### src/verilog/cbs_pkg.sv
// Package for the bus cycle sequencer: cycle encodings, instruction forms, address sources
// Notes on behaviour
// - Each instruction form issues a fixed ordered list of byte/word read/write cycles.
// - Hold-marked cycle keeps bus ownership until the next cycle of the instruction.
// - 16-bit immediate fetches second word, then next; memory bit ops read a byte operand between.
// - 32-bit immediate ALU reads second, third words, then next: three word reads.
// - Bit test absolute 32: words 2-4, byte operand, then held next-instruction read.
// - Fetch addresses reach the fifth word, stepping by two bytes from opcode.
// - Every form but the 16-bit branch reads next instruction; 8-bit branches then read target either way.
// - 16-bit branch: second word, one idle internal state, then target read.
package cbs_pkg;

    typedef enum logic [2:0]
    {
        CBS_CYC_NONE = 3'h0,
        CBS_CYC_RB   = 3'h1,
        CBS_CYC_RW   = 3'h2,
        CBS_CYC_WB   = 3'h3,
        CBS_CYC_WW   = 3'h4,
        CBS_CYC_IDLE = 3'h5
    } cbs_kind_t;

    typedef enum logic [2:0]
    {
        CBS_SRC_W2   = 3'h0,
        CBS_SRC_W3   = 3'h1,
        CBS_SRC_W4   = 3'h2,
        CBS_SRC_W5   = 3'h3,
        CBS_SRC_NEXT = 3'h4,
        CBS_SRC_OPND = 3'h5,
        CBS_SRC_VFA  = 3'h6
    } cbs_src_t;

    typedef enum logic [3:0]
    {
        CBS_F_REG      = 4'h0,
        CBS_F_IMM16    = 4'h1,
        CBS_F_IMM32    = 4'h2,
        CBS_F_BTST_IND = 4'h3,
        CBS_F_BTST_A16 = 4'h4,
        CBS_F_BTST_A32 = 4'h5,
        CBS_F_BR8      = 4'h6,
        CBS_F_BR16     = 4'h7,
        CBS_F_MCLR_IND = 4'h8,
        CBS_F_MCLR_A16 = 4'h9,
        CBS_F_MCLR_A32 = 4'hA,
        CBS_F_EXT5     = 4'hB
    } cbs_form_t;

    typedef struct packed
    {
        cbs_kind_t kind;
        cbs_src_t  src;
        logic      hold;
    } cbs_step_t;

    typedef struct packed
    {
        logic [31:0] addr;
        logic        write;
        logic        word;
        logic        hold;
    } cbs_cycle_t;

    localparam int          CBS_MAX_STEPS   = 8;
    localparam logic [31:0] CBS_WORD_STEP   = 32'h0000_0002;
    localparam logic [2:0]  CBS_IDX_RESET   = 3'h0;
    localparam logic [31:0] CBS_ADDR_RESET  = 32'h0000_0000;

endpackage

### src/verilog/cbs_cycle_sequencer.sv
// Per-instruction bus cycle sequencer: issues ordered bus cycles for one instruction form
`timescale 1ns/1ps
module cbs_cycle_sequencer
    import cbs_pkg::*;
(
    input  wire logic        clk_in,
    input  wire logic        srst_in,
    input  wire logic        start_in,
    input  wire cbs_form_t   form_in,
    input  wire logic [31:0] opcode_addr_in,
    input  wire logic [31:0] operand_target_address_in,
    input  wire logic [31:0] vector_fetch_address_in,
    input  wire logic        cycle_done_in,
    output logic             busy_out,
    output logic             cyc_valid_out,
    output cbs_cycle_t       cyc_out,
    output logic             idle_state_out,
    output logic             bus_locked_out,
    output logic             done_out
);

    // Table of cycle lists, one step per entry; CYC_NONE ends the list
    function automatic cbs_step_t step_of(input cbs_form_t f, input logic [2:0] i);
        cbs_step_t s;
        s = '{CBS_CYC_NONE, CBS_SRC_NEXT, 1'b0};
        case (f)
            CBS_F_REG:
                if (i == 3'h0) s = '{CBS_CYC_RW, CBS_SRC_NEXT, 1'b0};
            CBS_F_IMM16:
                case (i)
                    3'h0: s = '{CBS_CYC_RW, CBS_SRC_W2, 1'b0};
                    3'h1: s = '{CBS_CYC_RW, CBS_SRC_NEXT, 1'b0};
                    default: ;
                endcase
            CBS_F_IMM32:
                case (i)
                    3'h0: s = '{CBS_CYC_RW, CBS_SRC_W2, 1'b0};
                    3'h1: s = '{CBS_CYC_RW, CBS_SRC_W3, 1'b0};
                    3'h2: s = '{CBS_CYC_RW, CBS_SRC_NEXT, 1'b0};
                    default: ;
                endcase
            CBS_F_BTST_IND:
                case (i)
                    3'h0: s = '{CBS_CYC_RW, CBS_SRC_W2, 1'b0};
                    3'h1: s = '{CBS_CYC_RB, CBS_SRC_OPND, 1'b0};
                    3'h2: s = '{CBS_CYC_RW, CBS_SRC_NEXT, 1'b1};
                    default: ;
                endcase
            CBS_F_BTST_A16:
                case (i)
                    3'h0: s = '{CBS_CYC_RW, CBS_SRC_W2, 1'b0};
                    3'h1: s = '{CBS_CYC_RW, CBS_SRC_W3, 1'b0};
                    3'h2: s = '{CBS_CYC_RB, CBS_SRC_OPND, 1'b0};
                    3'h3: s = '{CBS_CYC_RW, CBS_SRC_NEXT, 1'b1};
                    default: ;
                endcase
            CBS_F_BTST_A32:
                case (i)
                    3'h0: s = '{CBS_CYC_RW, CBS_SRC_W2, 1'b0};
                    3'h1: s = '{CBS_CYC_RW, CBS_SRC_W3, 1'b0};
                    3'h2: s = '{CBS_CYC_RW, CBS_SRC_W4, 1'b0};
                    3'h3: s = '{CBS_CYC_RB, CBS_SRC_OPND, 1'b0};
                    3'h4: s = '{CBS_CYC_RW, CBS_SRC_NEXT, 1'b1};
                    default: ;
                endcase
            CBS_F_BR8:
                case (i)
                    3'h0: s = '{CBS_CYC_RW, CBS_SRC_NEXT, 1'b0};
                    3'h1: s = '{CBS_CYC_RW, CBS_SRC_OPND, 1'b0};
                    default: ;
                endcase
            CBS_F_BR16:
                case (i)
                    3'h0: s = '{CBS_CYC_RW, CBS_SRC_W2, 1'b0};
                    3'h1: s = '{CBS_CYC_IDLE, CBS_SRC_NEXT, 1'b0};
                    3'h2: s = '{CBS_CYC_RW, CBS_SRC_OPND, 1'b0};
                    default: ;
                endcase
            CBS_F_MCLR_IND:
                case (i)
                    3'h0: s = '{CBS_CYC_RW, CBS_SRC_W2, 1'b0};
                    3'h1: s = '{CBS_CYC_RB, CBS_SRC_OPND, 1'b1};
                    3'h2: s = '{CBS_CYC_RW, CBS_SRC_NEXT, 1'b1};
                    3'h3: s = '{CBS_CYC_WB, CBS_SRC_OPND, 1'b0};
                    default: ;
                endcase
            CBS_F_MCLR_A16:
                case (i)
                    3'h0: s = '{CBS_CYC_RW, CBS_SRC_W2, 1'b0};
                    3'h1: s = '{CBS_CYC_RW, CBS_SRC_W3, 1'b0};
                    3'h2: s = '{CBS_CYC_RB, CBS_SRC_OPND, 1'b1};
                    3'h3: s = '{CBS_CYC_RW, CBS_SRC_NEXT, 1'b1};
                    3'h4: s = '{CBS_CYC_WB, CBS_SRC_OPND, 1'b0};
                    default: ;
                endcase
            CBS_F_MCLR_A32:
                case (i)
                    3'h0: s = '{CBS_CYC_RW, CBS_SRC_W2, 1'b0};
                    3'h1: s = '{CBS_CYC_RW, CBS_SRC_W3, 1'b0};
                    3'h2: s = '{CBS_CYC_RW, CBS_SRC_W4, 1'b0};
                    3'h3: s = '{CBS_CYC_RB, CBS_SRC_OPND, 1'b1};
                    3'h4: s = '{CBS_CYC_RW, CBS_SRC_NEXT, 1'b1};
                    3'h5: s = '{CBS_CYC_WB, CBS_SRC_OPND, 1'b0};
                    default: ;
                endcase
            CBS_F_EXT5:
                case (i)
                    3'h0: s = '{CBS_CYC_RW, CBS_SRC_W2, 1'b0};
                    3'h1: s = '{CBS_CYC_RW, CBS_SRC_W3, 1'b0};
                    3'h2: s = '{CBS_CYC_RW, CBS_SRC_W4, 1'b0};
                    3'h3: s = '{CBS_CYC_RW, CBS_SRC_W5, 1'b0};
                    3'h4: s = '{CBS_CYC_RW, CBS_SRC_NEXT, 1'b0};
                    default: ;
                endcase
            default: ;
        endcase
        return s;
    endfunction

    typedef enum logic [1:0]
    {
        CBS_ST_IDLE  = 2'b00,
        CBS_ST_ISSUE = 2'b01,
        CBS_ST_WAIT  = 2'b10
    } cbs_state_t;

    cbs_state_t  state;
    cbs_form_t   form;
    logic [2:0]  idx;
    logic [31:0] base;
    logic [31:0] opnd_addr;
    logic [31:0] vfa_addr;

    wire cbs_step_t   cur_step  = step_of(form, idx);
    wire cbs_step_t   nxt_step  = step_of(form, idx + 3'h1);
    wire logic        last_step = (nxt_step.kind == CBS_CYC_NONE);
    // Extension words sit at successive two-byte steps from the opcode
    wire logic [31:0] w2_addr   = base + CBS_WORD_STEP;
    wire logic [31:0] w3_addr   = w2_addr + CBS_WORD_STEP;
    wire logic [31:0] w4_addr   = w3_addr + CBS_WORD_STEP;
    wire logic [31:0] w5_addr   = w4_addr + CBS_WORD_STEP;
    // Next instruction follows the last extension word the form fetched
    wire logic [2:0]  ext_words = (form == CBS_F_REG || form == CBS_F_BR8) ? 3'h0 :
                                  (form == CBS_F_IMM32 || form == CBS_F_MCLR_A16 ||
                                   form == CBS_F_BTST_A16) ? 3'h2 :
                                  (form == CBS_F_BTST_A32 || form == CBS_F_MCLR_A32) ? 3'h3 :
                                  (form == CBS_F_EXT5) ? 3'h4 : 3'h1;
    wire logic [31:0] next_addr_calc = base + {28'h0, ext_words, 1'b0} + CBS_WORD_STEP;
    wire logic [31:0] sel_addr  = (cur_step.src == CBS_SRC_W2)  ? w2_addr :
                                  (cur_step.src == CBS_SRC_W3)  ? w3_addr :
                                  (cur_step.src == CBS_SRC_W4)  ? w4_addr :
                                  (cur_step.src == CBS_SRC_W5)  ? w5_addr :
                                  (cur_step.src == CBS_SRC_OPND) ? opnd_addr :
                                  (cur_step.src == CBS_SRC_VFA)  ? vfa_addr : next_addr_calc;
    wire logic        is_idle   = (cur_step.kind == CBS_CYC_IDLE);

    always_ff @(posedge clk_in)
    begin
        if (srst_in)
        begin
            state          <= CBS_ST_IDLE;
            form           <= CBS_F_REG;
            idx            <= CBS_IDX_RESET;
            base           <= CBS_ADDR_RESET;
            opnd_addr      <= CBS_ADDR_RESET;
            vfa_addr       <= CBS_ADDR_RESET;
            busy_out       <= 1'b0;
            cyc_valid_out  <= 1'b0;
            cyc_out        <= '0;
            idle_state_out <= 1'b0;
            bus_locked_out <= 1'b0;
            done_out       <= 1'b0;
        end
        else
        begin
            done_out       <= 1'b0;
            idle_state_out <= 1'b0;
            case (state)
                CBS_ST_IDLE:
                    if (start_in)
                    begin
                        form      <= form_in;
                        base      <= opcode_addr_in;
                        opnd_addr <= operand_target_address_in;
                        vfa_addr  <= vector_fetch_address_in;
                        idx       <= CBS_IDX_RESET;
                        busy_out  <= 1'b1;
                        state     <= CBS_ST_ISSUE;
                    end
                CBS_ST_ISSUE:
                    if (is_idle)
                    begin
                        // One internal state, no bus access
                        idle_state_out <= 1'b1;
                        idx            <= idx + 3'h1;
                    end
                    else
                    begin
                        cyc_valid_out <= 1'b1;
                        cyc_out.addr  <= sel_addr;
                        cyc_out.write <= (cur_step.kind == CBS_CYC_WB) || (cur_step.kind == CBS_CYC_WW);
                        cyc_out.word  <= (cur_step.kind == CBS_CYC_RW) || (cur_step.kind == CBS_CYC_WW);
                        cyc_out.hold  <= cur_step.hold;
                        bus_locked_out <= 1'b1;
                        state         <= CBS_ST_WAIT;
                    end
                CBS_ST_WAIT:
                    if (cycle_done_in)
                    begin
                        cyc_valid_out <= 1'b0;
                        // Lock stays after a held cycle that is not the last step, so no grant slips in
                        bus_locked_out <= cyc_out.hold && !last_step;
                        if (last_step)
                        begin
                            busy_out <= 1'b0;
                            done_out <= 1'b1;
                            state    <= CBS_ST_IDLE;
                        end
                        else
                        begin
                            idx   <= idx + 3'h1;
                            state <= CBS_ST_ISSUE;
                        end
                    end
                default:
                    state <= CBS_ST_IDLE;
            endcase
        end
    end

endmodule

### config.mk
export PLATFORM = sky130hd
export DESIGN_NAME = cbs_cycle_sequencer
export DESIGN_NICKNAME = d
export VERILOG_FILES = /design/src/verilog/cbs_pkg.sv /design/src/verilog/cbs_cycle_sequencer.sv
export SDC_FILE = /design/constraint.sdc
export NUM_CORES = 1
export LEC_CHECK = 0
export BUFFER_PORTS_ARGS = -buffer_cell sky130_fd_sc_hd__buf_4
export CAP_MARGIN = 30
export CELL_PAD_IN_SITES_DETAIL_PLACEMENT = 1
export CELL_PAD_IN_SITES_GLOBAL_PLACEMENT = 2
export CORE_MARGIN = 2
export CORE_UTILIZATION = 36
export CTS_CLUSTER_DIAMETER = 150
export DETAILED_ROUTE_END_ITERATION = 7
export HOLD_SLACK_MARGIN = 0.02
export MAX_ROUTING_LAYER = met4
export PLACE_DENSITY_LB_ADDON = 0.1
export REMOVE_ABC_BUFFERS = 1
export SLEW_MARGIN = 30
export SYNTH_ARGS = -nofsm -noshare
export SYNTH_HDL_FRONTEND = slang
export SYNTH_SLANG_ARGS = --single-unit
export TNS_END_PERCENT = 1
### constraint.sdc
create_clock -name clk_in -period 14.8 [get_ports clk_in]
set_input_delay 0.74 -clock clk_in [delete_from_list [all_inputs] [get_ports clk_in]]
set_output_delay 0.74 -clock clk_in [all_outputs]
set_load 0.005 [all_outputs]
Word level (Yosys, flattened, before mapping). Index checks and enable logic that the tools add are counted.

Memories kept: 0. Bits in read-only memories: 0. Latch bits: 0. Bits in registers: 145. Input bits: 104. Bits in writable memories: 0.

Shift operators: 0. Equal/unequal tests: 38. Bitwise gates (word level): 4. Order comparisons: 0. Multiply operators: 0. Reductions and logical operators: 25. $add $sub $neg: 7. Muxes and demuxes: 57. Divide/modulo/power cells: 0.

Operator list (count): 32-bit two-way mux (6); 6-bit case mux with 5 select lines (6); 7-bit case mux with 12 select lines (2); 32-bit by 2-bit adder with 32-bit output (second input constant) (5); 6-bit case mux with 4 select lines (4); 6-bit case mux with 3 select lines (4); 6-bit case mux with 6 select lines (2); 6-bit case mux with 2 select lines (4); 7-bit case mux with 3 select lines (2); 32-bit by 4-bit adder with 32-bit output (1); 3-bit by 2-bit == test with 1-bit output (second input constant) (8); 3-bit == test (second input constant) (8); 3-bit two-way mux (8); 4-bit by 3-bit == test with 1-bit output (second input constant) (4); 4-bit == test (second input constant) (4); 3-bit logical NOT (4); 6-bit two-way mux (2); 2-bit != test (second input constant) (6); 3-bit by 1-bit == test with 1-bit output (second input constant) (3); 1-bit two-way mux (9); 3-bit case mux with 3 select lines (1); 4-bit by 2-bit == test with 1-bit output (second input constant) (2); 1-bit logical OR (6); 2-bit two-way mux (3); other kinds (19) (27).

Longest topological paths before layout.
Depth after elaboration: 13. Depth in mapped cells: 22.

Worst setup path after synthesis. No wires, ideal clock.

Kind: reg-to-reg. Start: register base[1]. End: register cyc_out[34] (netlist name). Data required time: 14709 ps. Arrival: 4812 ps. Setup slack: 9897 ps. Stages on the path, launching flop included: 20. Setup time: 91 ps. Period minus slack after synthesis: 4903 ps. Path through: dfxtp_1 -> buf_2 -> buf_2 -> inv_1 -> ha_1 -> and3b_1 -> nand3_2 -> a211o_1 -> and2_1 -> buf_2 -> nor4_4 -> or4b_1 -> a21o_1 -> a2111oi_4 -> nand4bb_1 -> buf_2 -> or3_4 -> nand3b_4 -> or4_1 -> a311oi_1.

Word-level cells in the longest chain between the ends: 8.

Ends and longest elaborated chain: from (decl) (line cbs_cycle_sequencer.sv:130) `logic [31:0] base;`; from (signal assigned) (line cbs_cycle_sequencer.sv:183) `base <= opcode_addr_in;`; 32-bit by 2-bit adder with 32-bit output or 32-bit by 4-bit adder with 32-bit output (tied branches) (line cbs_cycle_sequencer.sv:138, cbs_cycle_sequencer.sv:148); 32-bit by 2-bit adder with 32-bit output, on equally long branches (line cbs_cycle_sequencer.sv:139, cbs_cycle_sequencer.sv:148); 32-bit by 2-bit adder with 32-bit output or 32-bit two-way mux (tied branches) (line cbs_cycle_sequencer.sv:140, cbs_cycle_sequencer.sv:154); 32-bit by 2-bit adder with 32-bit output or 32-bit two-way mux (tied branches) (line cbs_cycle_sequencer.sv:141, cbs_cycle_sequencer.sv:153); 32-bit two-way mux (line cbs_cycle_sequencer.sv:152) `(cur_step.src == CBS_SRC_W5) ? w5_addr :`; 32-bit two-way mux (line cbs_cycle_sequencer.sv:151) `(cur_step.src == CBS_SRC_W4) ? w4_addr :`; 32-bit two-way mux (line cbs_cycle_sequencer.sv:150) `(cur_step.src == CBS_SRC_W3) ? w3_addr :`; 32-bit two-way mux (*) (line cbs_cycle_sequencer.sv:149) `wire logic [31:0] sel_addr = (cur_step.src == CBS_SRC_W2) ? w2_addr :`; to (decl) (line cbs_cycle_sequencer.sv:16) `output cbs_cycle_t cyc_out,`.

Every way passes the cells marked *; elsewhere a longest branch is shown, timed or not. A chain may end at the register's enable or synchronous reset.

Final worst setup path. Same ends and word-level chain as after synthesis.

==> results.md <==
* DRC at 0
* CTS buffer count at 17
* Total GRT Usage at 31.0%
* Grt total ovfl at 0
* Initial antenna violation count at 2
* Distinct cells, synth at 104
* Layout cells sized above 1 at 14.6%
* Startpoint Class: flip-flop
* Port bufs at 143
* DRT iter0 DRCs at 1149
* XOR/XNOR share of the synthesized area at 9.67%
* Clk pwr share at a little under a quarter
* Clk_lat worst skew at 470 ps
* Drt wl/cell at 23.5 um
* Post-DP HPWL at approximately 39000 um
* Die width at 188 um
* Row cnt at 67
* Post-CTS setup buffer count at 0
* Core area at 33400 sq um
* Largest net degree at the start of global routing at 88
* Starting Density at between 30% and 40%
* Setup Skew at 23.4 ps
* Crit share post-route at approximately 44%
* F_max at 153 MHz
* Vias in the first global route at between 10k and 15k
* Antenna Cells at 0
* Mapped cell area at between 10000 and 15000 sq um
* Die area at 35400 sq um
* Net Sw Frac at between 40% and 50%
* Cell depth of the worst hold path at 2
* Synthesized instance count at ~1.8k
* Average instance area after synthesis at 6.97 sq um
* HP Class: flip-flop to flip-flop
* Drt first pass iters at 5
* Sequential share of the synthesized area at 23.8%
* CTS sink cnt at ~150
* Total Wirelength at 53300 um
* Post-DRT Antenna Nets at 0
* Mux share of post-synthesis cell area at 1.01%
* RSZ-0062 raised after global routing: false
* Synth top area share at 23.8%
* Largest family of logic cells by synthesized area: simple AND/OR/NAND/NOR gates
* PwrDens at 151 nW/um^2
* Final GP Congestion at 0.910
* Most common cell after layout, fill and taps aside: nand2_1
* Pint at 1.12 mW
* # IOs at around 140
* Post-CTS sizing at 0
* Die height at 188 um
* CP max FO at 20
* Critical Path AT at 6910 ps
* Root buffer selected by CTS: clkbuf_16
* Setup Total Neg Slack at 0 ps
* Area grow syn2layout at 16.1%
* Synth Register Bits at 145
* Vias per cell at 6.03
* CTS Hold Bufs at 0
* Leak at 5.07 nW
* Fin crit period at ~6500 ps
* Adder-cell share of the synthesized area at 2.31%
* Post-Synth Simple-Gate Area at 29.7%
* Clk slew on worst S/H paths at about 70 ps
* CTS tree: yes
* Flop pwr share at a little over a quarter
* Yosys warns at 0
* Compound-Gate Fraction of Synth Area at 28.1%
* First-pass GRT wire length at 82000 um
* Worst Max-Slew Pin Slew at 961 ps
* NetSw at 1.03 mW
* H-tree depth at 4
* Most used DFF post-synth: dfxtp_1
* Critical path endpoint category: flip-flop
* Cells on worst reg2reg path at 14
* Synth area leaders: dfxtp_1, nand2_1, a21oi_1, xnor2_1, nor2_1
* Worst IR drop on VDD at 0.0873 mV
* Ys async rst share at 0%
* Slew margin rel. at 35.9%
* Final hold vios at 0
* Slew Viols, Final at 0
* Cell accounting for the most synthesized area: dfxtp_1
* Most frequent cells in the layout: nand2_1, a21oi_1, buf_4
* Endpoints failing setup at 0
* Logic pwr share at 49.7%
* Clk buf depth at 2
* Status: finished, final reports clean
* Worst endpoint required time at 15180 ps
* Max-cap violation count at 0
* Hold Worst Slack at 456 ps
* Post-synth EDFFs at 0
* Critical path class: flip-flop to flip-flop
* Nets at 1936
* Routed via count at about 14k
[registers in the layout, indices dropped and copies added, names as in the netlist]
name,count
cyc_valid_out,1
busy_out,1
done_out,1
form,4
base,32
state,2
opnd_addr,32
vfa_addr,32
idle_state_out,1
cyc_out,35
bus_locked_out,1
idx,3
[critical path, stage by stage (launching register included)]
cell and delay, ps:
dfxtp_1 720, ha_1 670, nand3_1 590, nor3_4 420, mux2i_1 480, nand4_2 320
xnor2_1 350, or4b_1 590, a21o_1 210, a2111oi_4 450, nand4bb_1 360, or3_4 460
nand3b_4 160, or4_1 420, a311oi_1 240
[logic make-up after synthesis]
logic type               after synthesis
XOR/XNOR                             128
AO/OA/AOI/OAI                        535
adder cells (fa/ha/maj)               22
flip-flops                           145
buffers and inverters                161
AND/OR/NAND/NOR                      749
multiplexers                          12
[stage by stage]
step           area (sq um)  std cells  setup WS [ps]  total power, mW  util (%)
2_1_floorplan         11600       1617           8980             1.18         -
3_3_place_gp          13500       2239           8600             1.62      40.5
3_5_place_dp          13500       2239           8330             1.64      40.5
4_1_cts               14200       2271           8330             2.14      42.4
5_1_grt               14200       2271           7800             2.28      42.4
6_report              14200       2271           8270             2.15      42.4
[cell type report]
class	instances	area [sq um]
fill	4254	19300
multi-input combinational	1446	8680
sequential	145	2900
timing repair buffer	174	1310
tap	448	561
clock buffer	17	425
clock inverter	15	209
inverter	26	97.6
[power by group through the flow]
stage / clock [mW] / sequential (mW) / combinational, mW
4_1_cts: 0.501 / 0.584 / 1.05
3_5_place_dp: 0 / 0.591 / 1.05
6_report: 0.495 / 0.585 / 1.07
2_1_floorplan: 0 / 0.569 / 0.612
3_3_place_gp: 0 / 0.587 / 1.03
5_1_grt: 0.518 / 0.599 / 1.16
[routing by layer]
metal	GRT usage, %	wire length [um]
met1	46.5	27200
met4	6.06	759
met2	43.2	21900
met5	-	0
met3	5.07	3450
[synth_stat cells, types with 21 or more instances]
cell type,number
nand3_1,42
xor2_1,38
clkbuf_1,94
nor2_1,129
inv_1,24
a21oi_1,218
a211oi_1,24
ha_1,21
nand2_1,342
o211ai_1,27
o22ai_1,32
nand4_1,29
nor3_1,47
xnor2_1,83
o21ai_0,74
dfxtp_1,145
[worst paths after layout]
check / from / to / slack [ps]
setup reg to reg: base[1] / cyc_out[34] / 8270
hold / removal: cyc_out[15] / cyc_out[15] / 460
setup / recovery: base[1] / cyc_out[34] / 8270
hold reg to reg: cyc_out[15] / cyc_out[15] / 460
Power figures use the tool's default switching activity.
